### config.mk
export PLATFORM = sky130hd
export DESIGN_NAME = wtl_top
export DESIGN_NICKNAME = d
export VERILOG_FILES = /design/src/hw/wtl_pkg.sv /design/src/hw/wtl_top.sv
export VERILOG_INCLUDE_DIRS = /design/src /design/src/hw
export SDC_FILE = /design/constraint.sdc
export NUM_CORES = 1
export LEC_CHECK = 0
export ABC_AREA = 1
export ABC_CLOCK_PERIOD_IN_PS = 1950
export CAP_MARGIN = 20
export CORE_ASPECT_RATIO = 0.8
export CORE_MARGIN = 2
export CORE_UTILIZATION = 40
export DETAILED_ROUTE_END_ITERATION = 8
export DONT_BUFFER_PORTS = 1
export SETUP_SLACK_MARGIN = 0.02
export SLEW_MARGIN = 20
export SYNTH_ARGS = -nofsm -noshare
export SYNTH_HDL_FRONTEND = slang
export SYNTH_SLANG_ARGS = --single-unit
export TNS_END_PERCENT = 50
### constraint.sdc
create_clock -name CLOCK -period 1.95 [get_ports CLOCK]
set_input_delay 0.195 -clock CLOCK [delete_from_list [all_inputs] [get_ports CLOCK]]
set_output_delay 0.195 -clock CLOCK [all_outputs]
set_load 0.01 [all_outputs]
### src/hw/wtl_consts.svh
`ifndef WTL_CONSTS_SVH
`define WTL_CONSTS_SVH
// Behaviour
// - Control bit 7 shows whether the wake-up timer is counting.
// - A write changes the running bit only when it also sets control bit 6.
// - Bit 5 set launches an oscillator trimming run at every underflow.
// - Bit 4 set starts a card detection sequence when the timer fires.
// - Card found raises interrupt and stays active; none found allows power-down.
// - During card detection the timer restarts at once, with no gap.
// - Fourth general timer sets the RF field time of the detection check.
// - Bit 3 set reloads at zero and keeps counting; clear stops at zero unless bit 4 is set.
// - Every underflow sets the wake-up timer interrupt flag.
// - Bit 2 set wakes the chip from power-down at underflow.
// - Bit 2 set returns to power-down after a run without card; else active.
// - Bits 1:0 divide the oscillator clock by 1, 8, 16 or 32.
// - 16-bit reload in two byte registers, copied into the counter at start.
// - Live counter readable as high and low bytes in bits 7:0.

// ==========================================
// Register indices (byte address = 4 * index)
`define WTL_IDX_CONTROL 8'h23
`define WTL_IDX_RELOAD_HIGH 8'h24
`define WTL_IDX_RELOAD_LOW 8'h25
`define WTL_IDX_COUNT_HIGH 8'h26
`define WTL_IDX_COUNT_LOW 8'h27
`define WTL_IDX_IRQ_STATUS 8'h30
`define WTL_IDX_IRQ_MASK 8'h31

// ==========================================
// Control field positions
`define WTL_BIT_RUNNING 7
`define WTL_BIT_PERMIT 6
`define WTL_BIT_AUTO_TRIM 5
`define WTL_BIT_AUTO_CARD 4
`define WTL_BIT_AUTO_RELOAD 3
`define WTL_BIT_AUTO_WAKE 2
`define WTL_BIT_PRESC_HI 1
`define WTL_BIT_PRESC_LO 0

// ==========================================
// Interrupt status bits
`define WTL_IRQ_UNDERFLOW 0
`define WTL_IRQ_CARD 1
`define WTL_IRQ_BITS 2

// ==========================================
// Reset values and prescale counts
`define WTL_RST_CONTROL 8'h00
`define WTL_RST_RELOAD 16'h0000
`define WTL_RST_MASK 2'h0
`define WTL_RST_COUNT 16'h0000
`define WTL_RST_PRESC 5'h00
`define WTL_DIV1_LAST 5'h00
`define WTL_DIV8_LAST 5'h07
`define WTL_DIV16_LAST 5'h0f
`define WTL_DIV32_LAST 5'h1f
`endif

### src/hw/wtl_pkg.sv
package wtl_pkg;
    typedef logic [7:0] wtl_byte_t;
    typedef enum logic [1:0] {
        WTL_DIV_1,
        WTL_DIV_8,
        WTL_DIV_16,
        WTL_DIV_32
    } wtl_presc_e;
    typedef enum logic [0:0] {
        WTL_SEQ_IDLE,
        WTL_SEQ_BUSY
    } wtl_seq_e;
endpackage : wtl_pkg

### src/hw/wtl_top.sv
// Chosen here: the Avalon-MM register port.
`timescale 1ns/1ps
`include "wtl_consts.svh"
module wtl_top
    import wtl_pkg::*;
#(
    parameter int COUNT_WIDTH = 16
) (
    // Clock and reset
    input wire logic CLOCK,
    input wire logic RST_B,
    // Avalon-MM slave
    input wire logic [9:0] AVS_ADDRESS,
    input wire logic AVS_READ,
    input wire logic AVS_WRITE,
    input wire logic [31:0] AVS_WRITEDATA,
    input wire logic [3:0] AVS_BYTEENABLE,
    output logic [31:0] AVS_READDATA,
    output logic [1:0] AVS_RESPONSE,
    output logic AVS_WAITREQUEST,
    // Low-frequency oscillator
    input wire logic LOW_FREQ_OSC_TICK,
    // Trimming engine
    output logic TRIM_START,
    input wire logic TRIM_DONE,
    // Card detection engine
    output logic CARD_DETECT_START,
    output logic CARD_FIELD_TIMER_SEL,
    input wire logic CARD_DETECT_DONE,
    input wire logic CARD_FOUND,
    // Power management
    output logic WAKE_REQ,
    output logic POWER_DOWN_REQ,
    // Interrupt
    output logic IRQ
);

    // Counter, reload and readback paths are built for 16 bits only
    if (COUNT_WIDTH != 16) begin : g_width_check
        $error("COUNT_WIDTH must be 16");
    end

    // ==========================================
    // Bus access
    logic ack_q;
    logic [7:0] index;
    logic wr_fire;
    logic rd_start;
    logic byte0_wr;
    logic mapped;
    logic [31:0] rdata_d;
    logic [31:0] rdata_q;
    logic [1:0] resp_q;

    assign index = AVS_ADDRESS[9:2];
    assign AVS_WAITREQUEST = (AVS_READ | AVS_WRITE) & ~ack_q;
    assign wr_fire = AVS_WRITE & ack_q;
    assign rd_start = AVS_READ & ~ack_q;
    assign byte0_wr = wr_fire & AVS_BYTEENABLE[0];
    assign AVS_READDATA = rdata_q;
    assign AVS_RESPONSE = resp_q;

    always_ff @(posedge CLOCK) begin
        if (!RST_B) begin
            ack_q <= 1'b0;
        end else begin
            ack_q <= (AVS_READ | AVS_WRITE) & ~ack_q;
        end
    end

    // ==========================================
    // Control and reload registers
    logic running_q;
    logic auto_osc_trim_enable_q;
    logic auto_card_detect_enable_q;
    logic auto_reload_enable_q;
    logic auto_wake_enable_q;
    wtl_presc_e prescale_select_q;
    logic [15:0] reload_word_q;
    logic [15:0] count_q;
    logic [`WTL_IRQ_BITS-1:0] irq_status_q;
    logic [`WTL_IRQ_BITS-1:0] irq_mask_q;
    logic ctrl_wr;
    logic run_wr;
    logic start_evt;
    logic stop_evt;
    logic tick;
    logic underflow;
    logic card_evt;

    assign ctrl_wr = byte0_wr && index == `WTL_IDX_CONTROL;
    assign run_wr = ctrl_wr && AVS_WRITEDATA[`WTL_BIT_PERMIT];
    assign start_evt = run_wr && AVS_WRITEDATA[`WTL_BIT_RUNNING];
    assign stop_evt = run_wr && !AVS_WRITEDATA[`WTL_BIT_RUNNING];

    always_ff @(posedge CLOCK) begin
        if (!RST_B) begin
            auto_osc_trim_enable_q <= 1'b0;
            auto_card_detect_enable_q <= 1'b0;
            auto_reload_enable_q <= 1'b0;
            auto_wake_enable_q <= 1'b0;
            prescale_select_q <= WTL_DIV_1;
        end else if (ctrl_wr) begin
            auto_osc_trim_enable_q <= AVS_WRITEDATA[`WTL_BIT_AUTO_TRIM];
            auto_card_detect_enable_q <= AVS_WRITEDATA[`WTL_BIT_AUTO_CARD];
            auto_reload_enable_q <= AVS_WRITEDATA[`WTL_BIT_AUTO_RELOAD];
            auto_wake_enable_q <= AVS_WRITEDATA[`WTL_BIT_AUTO_WAKE];
            prescale_select_q <= wtl_presc_e'(
                AVS_WRITEDATA[`WTL_BIT_PRESC_HI:`WTL_BIT_PRESC_LO]);
        end
    end

    // Reload bytes only latch; counter sees them at the next start or underflow reload
    always_ff @(posedge CLOCK) begin
        if (!RST_B) begin
            reload_word_q <= `WTL_RST_RELOAD;
        end else if (byte0_wr && index == `WTL_IDX_RELOAD_HIGH) begin
            reload_word_q[15:8] <= AVS_WRITEDATA[7:0];
        end else if (byte0_wr && index == `WTL_IDX_RELOAD_LOW) begin
            reload_word_q[7:0] <= AVS_WRITEDATA[7:0];
        end
    end

    // ==========================================
    // Prescaler
    logic [4:0] presc_q;
    logic [4:0] presc_last;

    always_comb begin
        unique case (prescale_select_q)
            WTL_DIV_1: presc_last = `WTL_DIV1_LAST;
            WTL_DIV_8: presc_last = `WTL_DIV8_LAST;
            WTL_DIV_16: presc_last = `WTL_DIV16_LAST;
            WTL_DIV_32: presc_last = `WTL_DIV32_LAST;
        endcase
    end

    assign tick = running_q && LOW_FREQ_OSC_TICK && presc_q >= presc_last;

    always_ff @(posedge CLOCK) begin
        if (!RST_B) begin
            presc_q <= `WTL_RST_PRESC;
        end else if (start_evt || !running_q) begin
            presc_q <= `WTL_RST_PRESC;
        end else if (LOW_FREQ_OSC_TICK) begin
            presc_q <= (presc_q >= presc_last) ? 5'h00 : presc_q + 5'h01;
        end
    end

    // ==========================================
    // Counter and running state
    assign underflow = tick && count_q == 16'h0000;

    always_ff @(posedge CLOCK) begin
        if (!RST_B) begin
            running_q <= 1'b0;
        end else if (run_wr) begin
            running_q <= AVS_WRITEDATA[`WTL_BIT_RUNNING];
        end else if (underflow && !auto_reload_enable_q && !auto_card_detect_enable_q) begin
            running_q <= 1'b0;
        end
    end

    always_ff @(posedge CLOCK) begin
        if (!RST_B) begin
            count_q <= `WTL_RST_COUNT;
        end else if (start_evt) begin
            count_q <= reload_word_q;
        end else if (underflow) begin
            if (auto_reload_enable_q || auto_card_detect_enable_q) begin
                count_q <= reload_word_q;
            end
        end else if (tick) begin
            count_q <= count_q - 16'h0001;
        end
    end

    // ==========================================
    // Trimming and card detection sequence
    wtl_seq_e seq_q;
    logic trim_busy_q;
    logic card_busy_q;
    logic card_seen_q;
    logic trim_start_q;
    logic card_start_q;
    logic wake_q;
    logic pdown_q;

    assign TRIM_START = trim_start_q;
    assign CARD_DETECT_START = card_start_q;
    assign CARD_FIELD_TIMER_SEL = card_busy_q;
    assign WAKE_REQ = wake_q;
    assign POWER_DOWN_REQ = pdown_q;
    assign card_evt = card_busy_q && CARD_DETECT_DONE && CARD_FOUND;

    // Each start pulse lasts one cycle, the cycle after the underflow
    always_ff @(posedge CLOCK) begin
        if (!RST_B) begin
            trim_start_q <= 1'b0;
        end else begin
            trim_start_q <= underflow && auto_osc_trim_enable_q;
        end
    end

    always_ff @(posedge CLOCK) begin
        if (!RST_B) begin
            card_start_q <= 1'b0;
        end else begin
            card_start_q <= underflow && auto_card_detect_enable_q;
        end
    end

    // Wake request to power management, one cycle
    always_ff @(posedge CLOCK) begin
        if (!RST_B) begin
            wake_q <= 1'b0;
        end else begin
            wake_q <= underflow && auto_wake_enable_q;
        end
    end

    always_ff @(posedge CLOCK) begin
        if (!RST_B) begin
            trim_busy_q <= 1'b0;
        end else if (trim_start_q) begin
            trim_busy_q <= 1'b1;
        end else if (TRIM_DONE) begin
            trim_busy_q <= 1'b0;
        end
    end

    always_ff @(posedge CLOCK) begin
        if (!RST_B) begin
            card_busy_q <= 1'b0;
        end else if (card_start_q) begin
            card_busy_q <= 1'b1;
        end else if (CARD_DETECT_DONE) begin
            card_busy_q <= 1'b0;
        end
    end

    always_ff @(posedge CLOCK) begin
        if (!RST_B) begin
            seq_q <= WTL_SEQ_IDLE;
            card_seen_q <= 1'b0;
            pdown_q <= 1'b0;
        end else begin
            pdown_q <= 1'b0;
            unique case (seq_q)
                WTL_SEQ_IDLE: begin
                    if (trim_start_q || card_start_q) begin
                        seq_q <= WTL_SEQ_BUSY;
                        card_seen_q <= 1'b0;
                    end
                end
                WTL_SEQ_BUSY: begin
                    if (card_evt) begin
                        card_seen_q <= 1'b1;
                    end
                    if (!trim_busy_q && !card_busy_q && !trim_start_q && !card_start_q) begin
                        seq_q <= WTL_SEQ_IDLE;
                        pdown_q <= auto_wake_enable_q && !card_seen_q;
                    end
                end
            endcase
        end
    end

    // ==========================================
    // Interrupt status and mask
    logic [`WTL_IRQ_BITS-1:0] irq_set;
    logic [`WTL_IRQ_BITS-1:0] irq_clr;

    assign irq_set = {card_evt, underflow};
    assign irq_clr = (byte0_wr && index == `WTL_IDX_IRQ_STATUS) ?
        AVS_WRITEDATA[`WTL_IRQ_BITS-1:0] : '0;
    assign IRQ = |(irq_status_q & irq_mask_q);

    always_ff @(posedge CLOCK) begin
        if (!RST_B) begin
            irq_status_q <= '0;
        end else begin
            irq_status_q <= (irq_status_q & ~irq_clr) | irq_set;
        end
    end

    always_ff @(posedge CLOCK) begin
        if (!RST_B) begin
            irq_mask_q <= `WTL_RST_MASK;
        end else if (byte0_wr && index == `WTL_IDX_IRQ_MASK) begin
            irq_mask_q <= AVS_WRITEDATA[`WTL_IRQ_BITS-1:0];
        end
    end

    // ==========================================
    // Read data
    always_comb begin
        rdata_d = 32'h0000_0000;
        mapped = 1'b1;
        unique case (index)
            `WTL_IDX_CONTROL: rdata_d[7:0] = {running_q, 1'b0, auto_osc_trim_enable_q,
                auto_card_detect_enable_q, auto_reload_enable_q, auto_wake_enable_q,
                prescale_select_q};
            `WTL_IDX_RELOAD_HIGH: rdata_d[7:0] = reload_word_q[15:8];
            `WTL_IDX_RELOAD_LOW: rdata_d[7:0] = reload_word_q[7:0];
            `WTL_IDX_COUNT_HIGH: rdata_d[7:0] = count_q[15:8];
            `WTL_IDX_COUNT_LOW: rdata_d[7:0] = count_q[7:0];
            `WTL_IDX_IRQ_STATUS: rdata_d[`WTL_IRQ_BITS-1:0] = irq_status_q;
            `WTL_IDX_IRQ_MASK: rdata_d[`WTL_IRQ_BITS-1:0] = irq_mask_q;
            default: mapped = 1'b0;
        endcase
    end

    // Data captured on the first request cycle, shown while waitrequest is low
    always_ff @(posedge CLOCK) begin
        if (!RST_B) begin
            rdata_q <= 32'h0000_0000;
        end else if (rd_start) begin
            rdata_q <= rdata_d;
        end
    end

    // Unmapped index answers with a slave error, read or write
    always_ff @(posedge CLOCK) begin
        if (!RST_B) begin
            resp_q <= 2'h0;
        end else if (AVS_WAITREQUEST) begin
            resp_q <= mapped ? 2'h0 : 2'h2;
        end
    end

endmodule : wtl_top

==> results of run 1 <==
## critical path: cells and delay by family (launching register included)
family / cells / cell delay, ps
buf+inv: 3 / 230
simple gates: 12 / 900
flops: 1 / 360
fa+ha+maj: 1 / 250
compound gates: 1 / 50
## cells in the final DEF (no fill, tap or decap), types with 2 or more instances in the layout
| master | instances |
|---|---|
| a211oi_1 | 8 |
| a21oi_1 | 30 |
| a21oi_2 | 13 |
| a31oi_1 | 5 |
| and3_1 | 2 |
| buf_12 | 3 |
| buf_4 | 19 |
| buf_6 | 3 |
| bufinv_16 | 2 |
| clkbuf_16 | 10 |
| clkinv_4 | 2 |
| conb_1 | 25 |
| dfxtp_1 | 64 |
| ha_1 | 6 |
| inv_1 | 69 |
| inv_2 | 6 |
| nand2_1 | 89 |
| nand2_2 | 15 |
| nand2_4 | 9 |
| nand3_1 | 42 |
| nand3_2 | 5 |
| nand3_4 | 4 |
| nand3b_1 | 4 |
| nand4_1 | 11 |
| nor2_1 | 55 |
| nor2_2 | 2 |
| nor2_4 | 2 |
| nor3_1 | 8 |
| nor4_1 | 2 |
| o21ai_0 | 27 |
| o22ai_1 | 16 |
| xor2_1 | 11 |
## cell type report
type / instances / share of cell area, %
Tap cell: 115 / 3.14
Timing Repair Buffer: 27 / 5.93
Multi-Input combinational cell: 398 / 48.5
Inverter: 76 / 6.23
Clock inverter: 6 / 1.97
Sequential cell: 66 / 29.0
Clock buffer: 10 / 5.22
## how the worst min path moves through the flow
stage	startpoint	end	slack, ps	cells after the start
6_report	RST_B	WAKE_REQ$_SDFF_PN0_	8	2
5_1_grt	RST_B	reload_word_q[0]$_SDFFE_PN0P_	9	2
4_1_cts	RST_B	reload_word_q[5]$_SDFFE_PN0P_	0.07	2
3_5_place_dp	RST_B	count_q[3]$_SDFFE_PN0P_	330	2
3_3_place_gp	RST_B	count_q[3]$_SDFFE_PN0P_	330	2
2_1_floorplan	AVS_WRITEDATA[0]	reload_word_q[8]$_SDFFE_PN0P_	340	2
## per-stage QoR
stage / power [µW] / std cells / instance area, µm²
final: 3270 / 698 / 4580
after global routing: 3360 / 698 / 4580
after CTS: 3280 / 692 / 4340
after detailed placement: 1490 / 675 / 3980
after global placement: 1490 / 675 / 3980
after floorplan: 1520 / 580 / 3930
## kinds of logic (layout without fill, tap and decap cells)
family	count (synthesis)	count (layout)	synth area share (%)
AND/OR/NAND/NOR	252	252	30.3
buffers and inverters	116	119	14.2
AO/OA/AOI/OAI	102	102	16.0
flip-flops	66	66	34.4
XOR/XNOR	12	12	2.74
adder cells (fa/ha/maj)	7	7	2.28
other	1	25	0.0976
## registers in the layout (all words and copies together), names as in the netlist, 2 cells and up
signal / flops
prescale_select_q: 2
presc_q: 5
count_q: 16
irq_mask_q: 2
AVS_READDATA: 8
reload_word_q: 16
irq_status_q: 2
## where the power goes
group / total, µW / internal (µW) / switching [µW] / leakage, µW
registers: 1370 / 1360 / 10.7 / 0.000534
logic: 113 / 26.1 / 87.0 / 0.00135
clock network: 1790 / 1160 / 631 / 0.000159
## timing repair
item	in CTS	in global routing
resized for setup	4	49
gates cloned	0	2
hold endpoints to repair	31	1
hold buffers	1	1
buffers inserted	0	3
setup endpoints to repair	15	22
pin swaps	1	13
## routing by layer
layer | wire length [µm] | GRT usage [%] | up-vias | share of wire, %
met1 | 5150 | 29.3 | 1705 | 47
met5 | 0 | 0 | - | 0
met4 | 215 | 7.72 | 0 | 2.0
met3 | 819 | 5.16 | 17 | 7.5
li1 | - | - | 1826 | -
met2 | 4680 | 30.8 | 138 | 43
==> impl_results.md, run 1 <==
* WP data arrival at 2150 ps
* Gp weighted congestion at 0.930
* CP Max Fanout at 4
* Multi-input gate area at 2220 µm²
* H-tree depth at 3
* Most common cell in the netlist: nand2_1
* Largest cells by area after synthesis: dfxtp_1 (34%), nand2_1 (10%), inv_1 (7.0%)
* Share of layout cells above drive strength 1 at 17.8%
* Worst Hold Class: in2reg
* I/O Pins at 95
* CTS sink cnt at 66
* Synthesized instance count at 556
* Flops & latches, synth at 66
* Ys Warns at 0
* Total Die Area at 10400 µm²
* Minimum clock period at 1920 ps
* Port Buf Inserts at 0
* CTS tree: done
* Yosys top cell area share at 34.4%
* Ant diodes at 0
* Setup crit end kind: register
* DP Worst Slack at -46.1 ps
* Starting density of the core at 41.8%
* Max Fclk at 521 MHz
* Vias per cell at 5.28
* ANT nets after route at 0
* Critical path's slowest cell: dfxtp_4
* Post-synth cell types at 36
* Initial DRC count at 326
* GRT Util Overall at 20.8%
* Register area at 1330 µm²
* Die X at 114 µm
* Pins Over Slew Limit at 0
* Skew final at 8.41 ps
* Row cnt at 31
* Crit path capture: count_q[15]$_SDFFE_PN0P_
* Grt total ovfl at 0
* Power per cell area at 714 nW/µm²
* Hold WS at 7.94 ps
* Synth Flop Type: dfxtp_1
* Worst Max-Slew Pin Slew at 729 ps
* Post-Route WL at 10.9 mm
* Tcrit/Tclk final at 98.5%
* Reg-to-Reg Start: prescale_select_q[1]$_SDFFE_PN0N_
* HPWL after DPL at 7.78 mm
* Clk_lat worst skew at 340 ps
* Largest net degree at the start of global routing at 32
* Utilization after layout at 49.8%
* R2R Setup Slk at 30 ps
* WL/cell at 15.6 µm
* Run status: complete, no violations
* CP startpoint: prescale_select_q[1]$_SDFFE_PN0N_
* Worst slew margin at 51.3%
* Fraction of registers with async set/reset at 0%
* CP cell instances: nor2_4 > inv_2 > ha_4 > inv_2 > nand2_1 > nand2_1 > nand3_2 > nand2_1 > nand2_1 > nand2_2 > nand2_4 > nand3_4 > nand2_4 > clkbuf_16 > nand2_1 > nand2_1 > a21oi_2
* Num CTS Buffers at 9
* Chip height at 91.7 µm
* RR Endpoint: count_q[15]$_SDFFE_PN0P_
* Routed via count at 3686
* Syn Area/Cell at 6.91 µm²
* Most used cell, CP: nand2_1
* Critical Path Source Type: register
* Final WS setup at 30.0 ps
* Area Growth Syn to Fin at 19.2%
* Max stage delay on crit path at 360 ps
* Peak supply drop at 0.382 mV
* Mapped Area at 3840 µm²
* Leakage Power at 0.00204 µW
* Initial antenna violation count at 0
* Layout Nets at 639
* Reg clk slew, reported paths at 60 ps
* Setup tns final at 0 ps
* Top post-synthesis cells by count: nand2_1 (107), inv_1 (72), dfxtp_1 (66)
* CTS max path bufs at 2
* Clock root cell: clkbuf_16
* Post-synth EDFFs at 0
* Fillers at 915
* Setup CP Type: reg2reg
* Area leader, netlist: dfxtp_1
* Max cap viols at 0
* DRC viols at 0
* WP data required at 2180 ps
* Global-route wire length before repair at 16.9 mm
* RSZ-0062 raised after global routing: yes
* DRT Pass-1 Iters at 5
* Sequential share of the synthesized area at 34.4%
* Reg2reg path depth at 17
* Vias in the first global route at 3375
* Final setup viols at 0
* Placeable core area at 9190 µm²
* Final Hold Fails at 0
No activity file was read; power rests on OpenSTA's default activity.
==> run 2: changes to the inputs <==
- CTS_BUF_LIST: not set -> sky130_fd_sc_hd__clkbuf_8 sky130_fd_sc_hd__clkbuf_16
- MAX_ROUTING_LAYER: not set -> met4
==> run 2 against run 1 <==
The flow now finishes with violations (negative hold slack, negative setup slack). Register-to-register slack got worse by 50 ps. Worst setup slack worse by 54 ps. Critical path depth fell by 8. Wire length fell by 1.8%. Largest cell class unchanged.
==> impl_results.md, run 2 (synthesized netlist as in run 1, its figures left out) <==
* DRC viols at 0 (unchanged)
* Register share of total power at 43.9% (+2.0 points)
* Placeable core area at 9190 µm² (unchanged)
* Pins Over Slew Limit at 0 (unchanged)
* Run status: finished with violations
* Commonest cells after routing, fill and taps aside: nand2_1 (103), inv_1 (69), dfxtp_1 (65), nor2_1 (54), nand3_1 (44)
* Comb pwr share at 3.5% (about the same)
* Reg2reg path depth at 9 (-8)
* CP Max Fanout at 9 (+5)
* CTS tree: done
* RR Endpoint: count_q[4]$_SDFFE_PN0P_
* Die X at 114 µm (unchanged)
* Clock root cell: clkbuf_16
* Setup CP Type: reg2reg
* Leakage Power at 0.00200 µW (-2.1%)
* Largest net degree at the start of global routing at 42 (+31%)
* Final WS setup at -24.5 ps (-54.5 ps)
* Share of layout cells above drive strength 1 at 14.2% (-3.6 points)
* Max cap viols at 0 (unchanged)
* Design Area, Final at 4500 µm² (-1.7%)
* RSZ-0062 raised after global routing: yes
* Vias per cell at 5.27 (-0.28%)
* Internal power at 2380 µW (-6.1%)
* Peak supply drop at 0.536 mV (+41%)
* Grt total ovfl at 0 (unchanged)
* Setup crit end kind: register
* Max Fclk at 506 MHz (-2.8%)
* Post-Route WL at 10.7 mm (-1.8%)
* Initial DRC count at 309 (-5.2%)
* DRT Pass-1 Iters at 5 (unchanged)
* Sw Pwr at 732 µW (+0.43%)
* WL/cell at 15.3 µm (-2.0%)
* WP data arrival at 2200 ps (+50 ps)
* Worst Max-Slew Pin Slew at 754 ps (+24.8 ps)
* Starting density of the core at 41.8% (unchanged)
* Gp weighted congestion at 0.937 (+0.68%)
* Max stage delay on crit path at 320 ps (-40 ps)
* DP Worst Slack at -15.6 ps (+30.5 ps)
* Tcrit/Tclk final at 101% (+2.8 points)
* Failing checks: negative hold slack, negative setup slack
* Global-route wire length before repair at 16.9 mm (+0.28%)
* Hold WS at -7.46 ps (-15.4 ps)
* CTS max path bufs at 2 (unchanged)
* Commonest non-fill, non-tap cell in the layout: nand2_1
* Total placed cells including tap cells at 675 (unchanged)
* Final setup viols at 8 (+8)
* R2R Setup Slk at -20 ps (-50 ps)
* Final Hold Fails at 2 (+2)
* Ant diodes at 0 (unchanged)
* Chip height at 91.7 µm (unchanged)
* Routed via count at 3681 (-0.14%)
* Utilization after layout at 49.0% (-0.84 points)
* HPWL after DPL at 7.89 mm (+1.4%)
* Skew final at 5.55 ps (-2.87 ps)
* Final Non-Filler Cells at 699 (+0.14%)
* Port Buf Inserts at 0 (unchanged)
* Critical path's slowest cell: o211ai_4
* Placed inst area at 3990 µm² (+0.31%)
* H-tree depth at 3 (unchanged)
* Worst slew margin at 49.7% (-1.7 points)
* Switching Fraction at 23.5% (+1.2 points)
* WP buf/inv at 2 (-1)
* Power per cell area at 692 nW/µm² (-3.0%)
* Worst Hold Class: in2reg
* Reg clk slew, reported paths at 60 ps (about the same)
* ANT nets after route at 0 (unchanged)
* Initial antenna violation count at 0 (unchanged)
* Clk_lat worst skew at 330 ps (about the same)
* CTS sink cnt at 66 (unchanged)
* Critical Path Source Type: register
* Num CTS Buffers at 9 (unchanged)
* Total Die Area at 10400 µm² (unchanged)
* GRT Util Overall at 21.2% (+0.37 points)
* WP data required at 2170 ps (about the same)
* Area Growth Syn to Fin at 17.2%
* Hold-critical path endpoint: count_q[1]$_SDFFE_PN0P_
* Minimum clock period at 1970 ps (+54.5 ps)
* WHS Path Cells at 2 (unchanged)
* Clk pwr share at 52.5% (-2.2 points)
* I/O Pins at 95 (unchanged)
* CP cell instances: inv_1 > ha_1 > nor3b_1 > nand4_1 > o211ai_4 > buf_4 > nand3_1 > nand2_1 > a21oi_2
* Row cnt at 31 (unchanged)
* Vias in the first global route at 3362 (-0.39%)
* Delay-heaviest family, CP: simple AND/OR/NAND/NOR gates
* Reg-to-Reg Start: count_q[0]$_SDFFE_PN0P_
* Hold path startpoint: RST_B
* Layout Nets at 640 (+0.16%)
[run 2: area by class of cell]
type | instances | area, µm²
clock buffers | 9 | 225
fillers | 945 | 4690
well taps | 115 | 144
repair buffers | 28 | 284
clock inverters | 7 | 76.3
inverters | 76 | 285
multi-input cells | 398 | 2160
flip-flops and latches | 66 | 1330
[run 2: worst max path at each step]
stage | startpoint | endpoint | slack, ps | depth (start not counted)
after floorplan | prescale_select_q[0]$_SDFFE_PN0N_ | count_q[11]$_SDFFE_PN0P_ | 140 | 16
after global placement | prescale_select_q[1]$_SDFFE_PN0N_ | count_q[1]$_SDFFE_PN0P_ | 6 | 17
after detailed placement | prescale_select_q[1]$_SDFFE_PN0N_ | count_q[3]$_SDFFE_PN0P_ | -20 | 17
after CTS | prescale_select_q[1]$_SDFFE_PN0N_ | count_q[3]$_SDFFE_PN0P_ | 10 | 17
after global routing | prescale_select_q[1]$_SDFFE_PN0N_ | count_q[1]$_SDFFE_PN0P_ | -160 | 17
final | count_q[0]$_SDFFE_PN0P_ | count_q[4]$_SDFFE_PN0P_ | -20 | 9
[run 2: power groups by stage]
| stage | registers [µW] | clock network [µW] | logic (µW) |
|---|---|---|---|
| 6_report | 1370 | 1640 | 110 |
| 3_5_place_dp | 1400 | 0 | 93.1 |
| 3_3_place_gp | 1400 | 0 | 92.0 |
| 2_1_floorplan | 1400 | 0 | 122 |
| 5_1_grt | 1370 | 1720 | 124 |
| 4_1_cts | 1370 | 1660 | 101 |
[run 2: metrics by stage]
step	setup TNS (ps)	total power (µW)
6_report	-66.1	3120
2_1_floorplan	0	1520
5_1_grt	-1880	3220
3_3_place_gp	0	1490
4_1_cts	0	3140
3_5_place_dp	-17.6	1490
[run 2: repair_timing]
item,in CTS,in global routing
pin swaps,0,15
buffers inserted,0,1
endpoints found under the hold margin,21,6
hold buffers,5,1
resized for setup,3,27
cloned,0,1
setup endpoints to repair,12,27
[run 2: layer usage]
layer | track usage [%] | wire length (µm) | vias up
met1 | 30.3 | 5140 | 1711
met4 | 5.18 | 157 | 0
met2 | 30.7 | 4650 | 124
li1 | - | - | 1829
met3 | 4.36 | 727 | 17
met5 | - | 0 | -
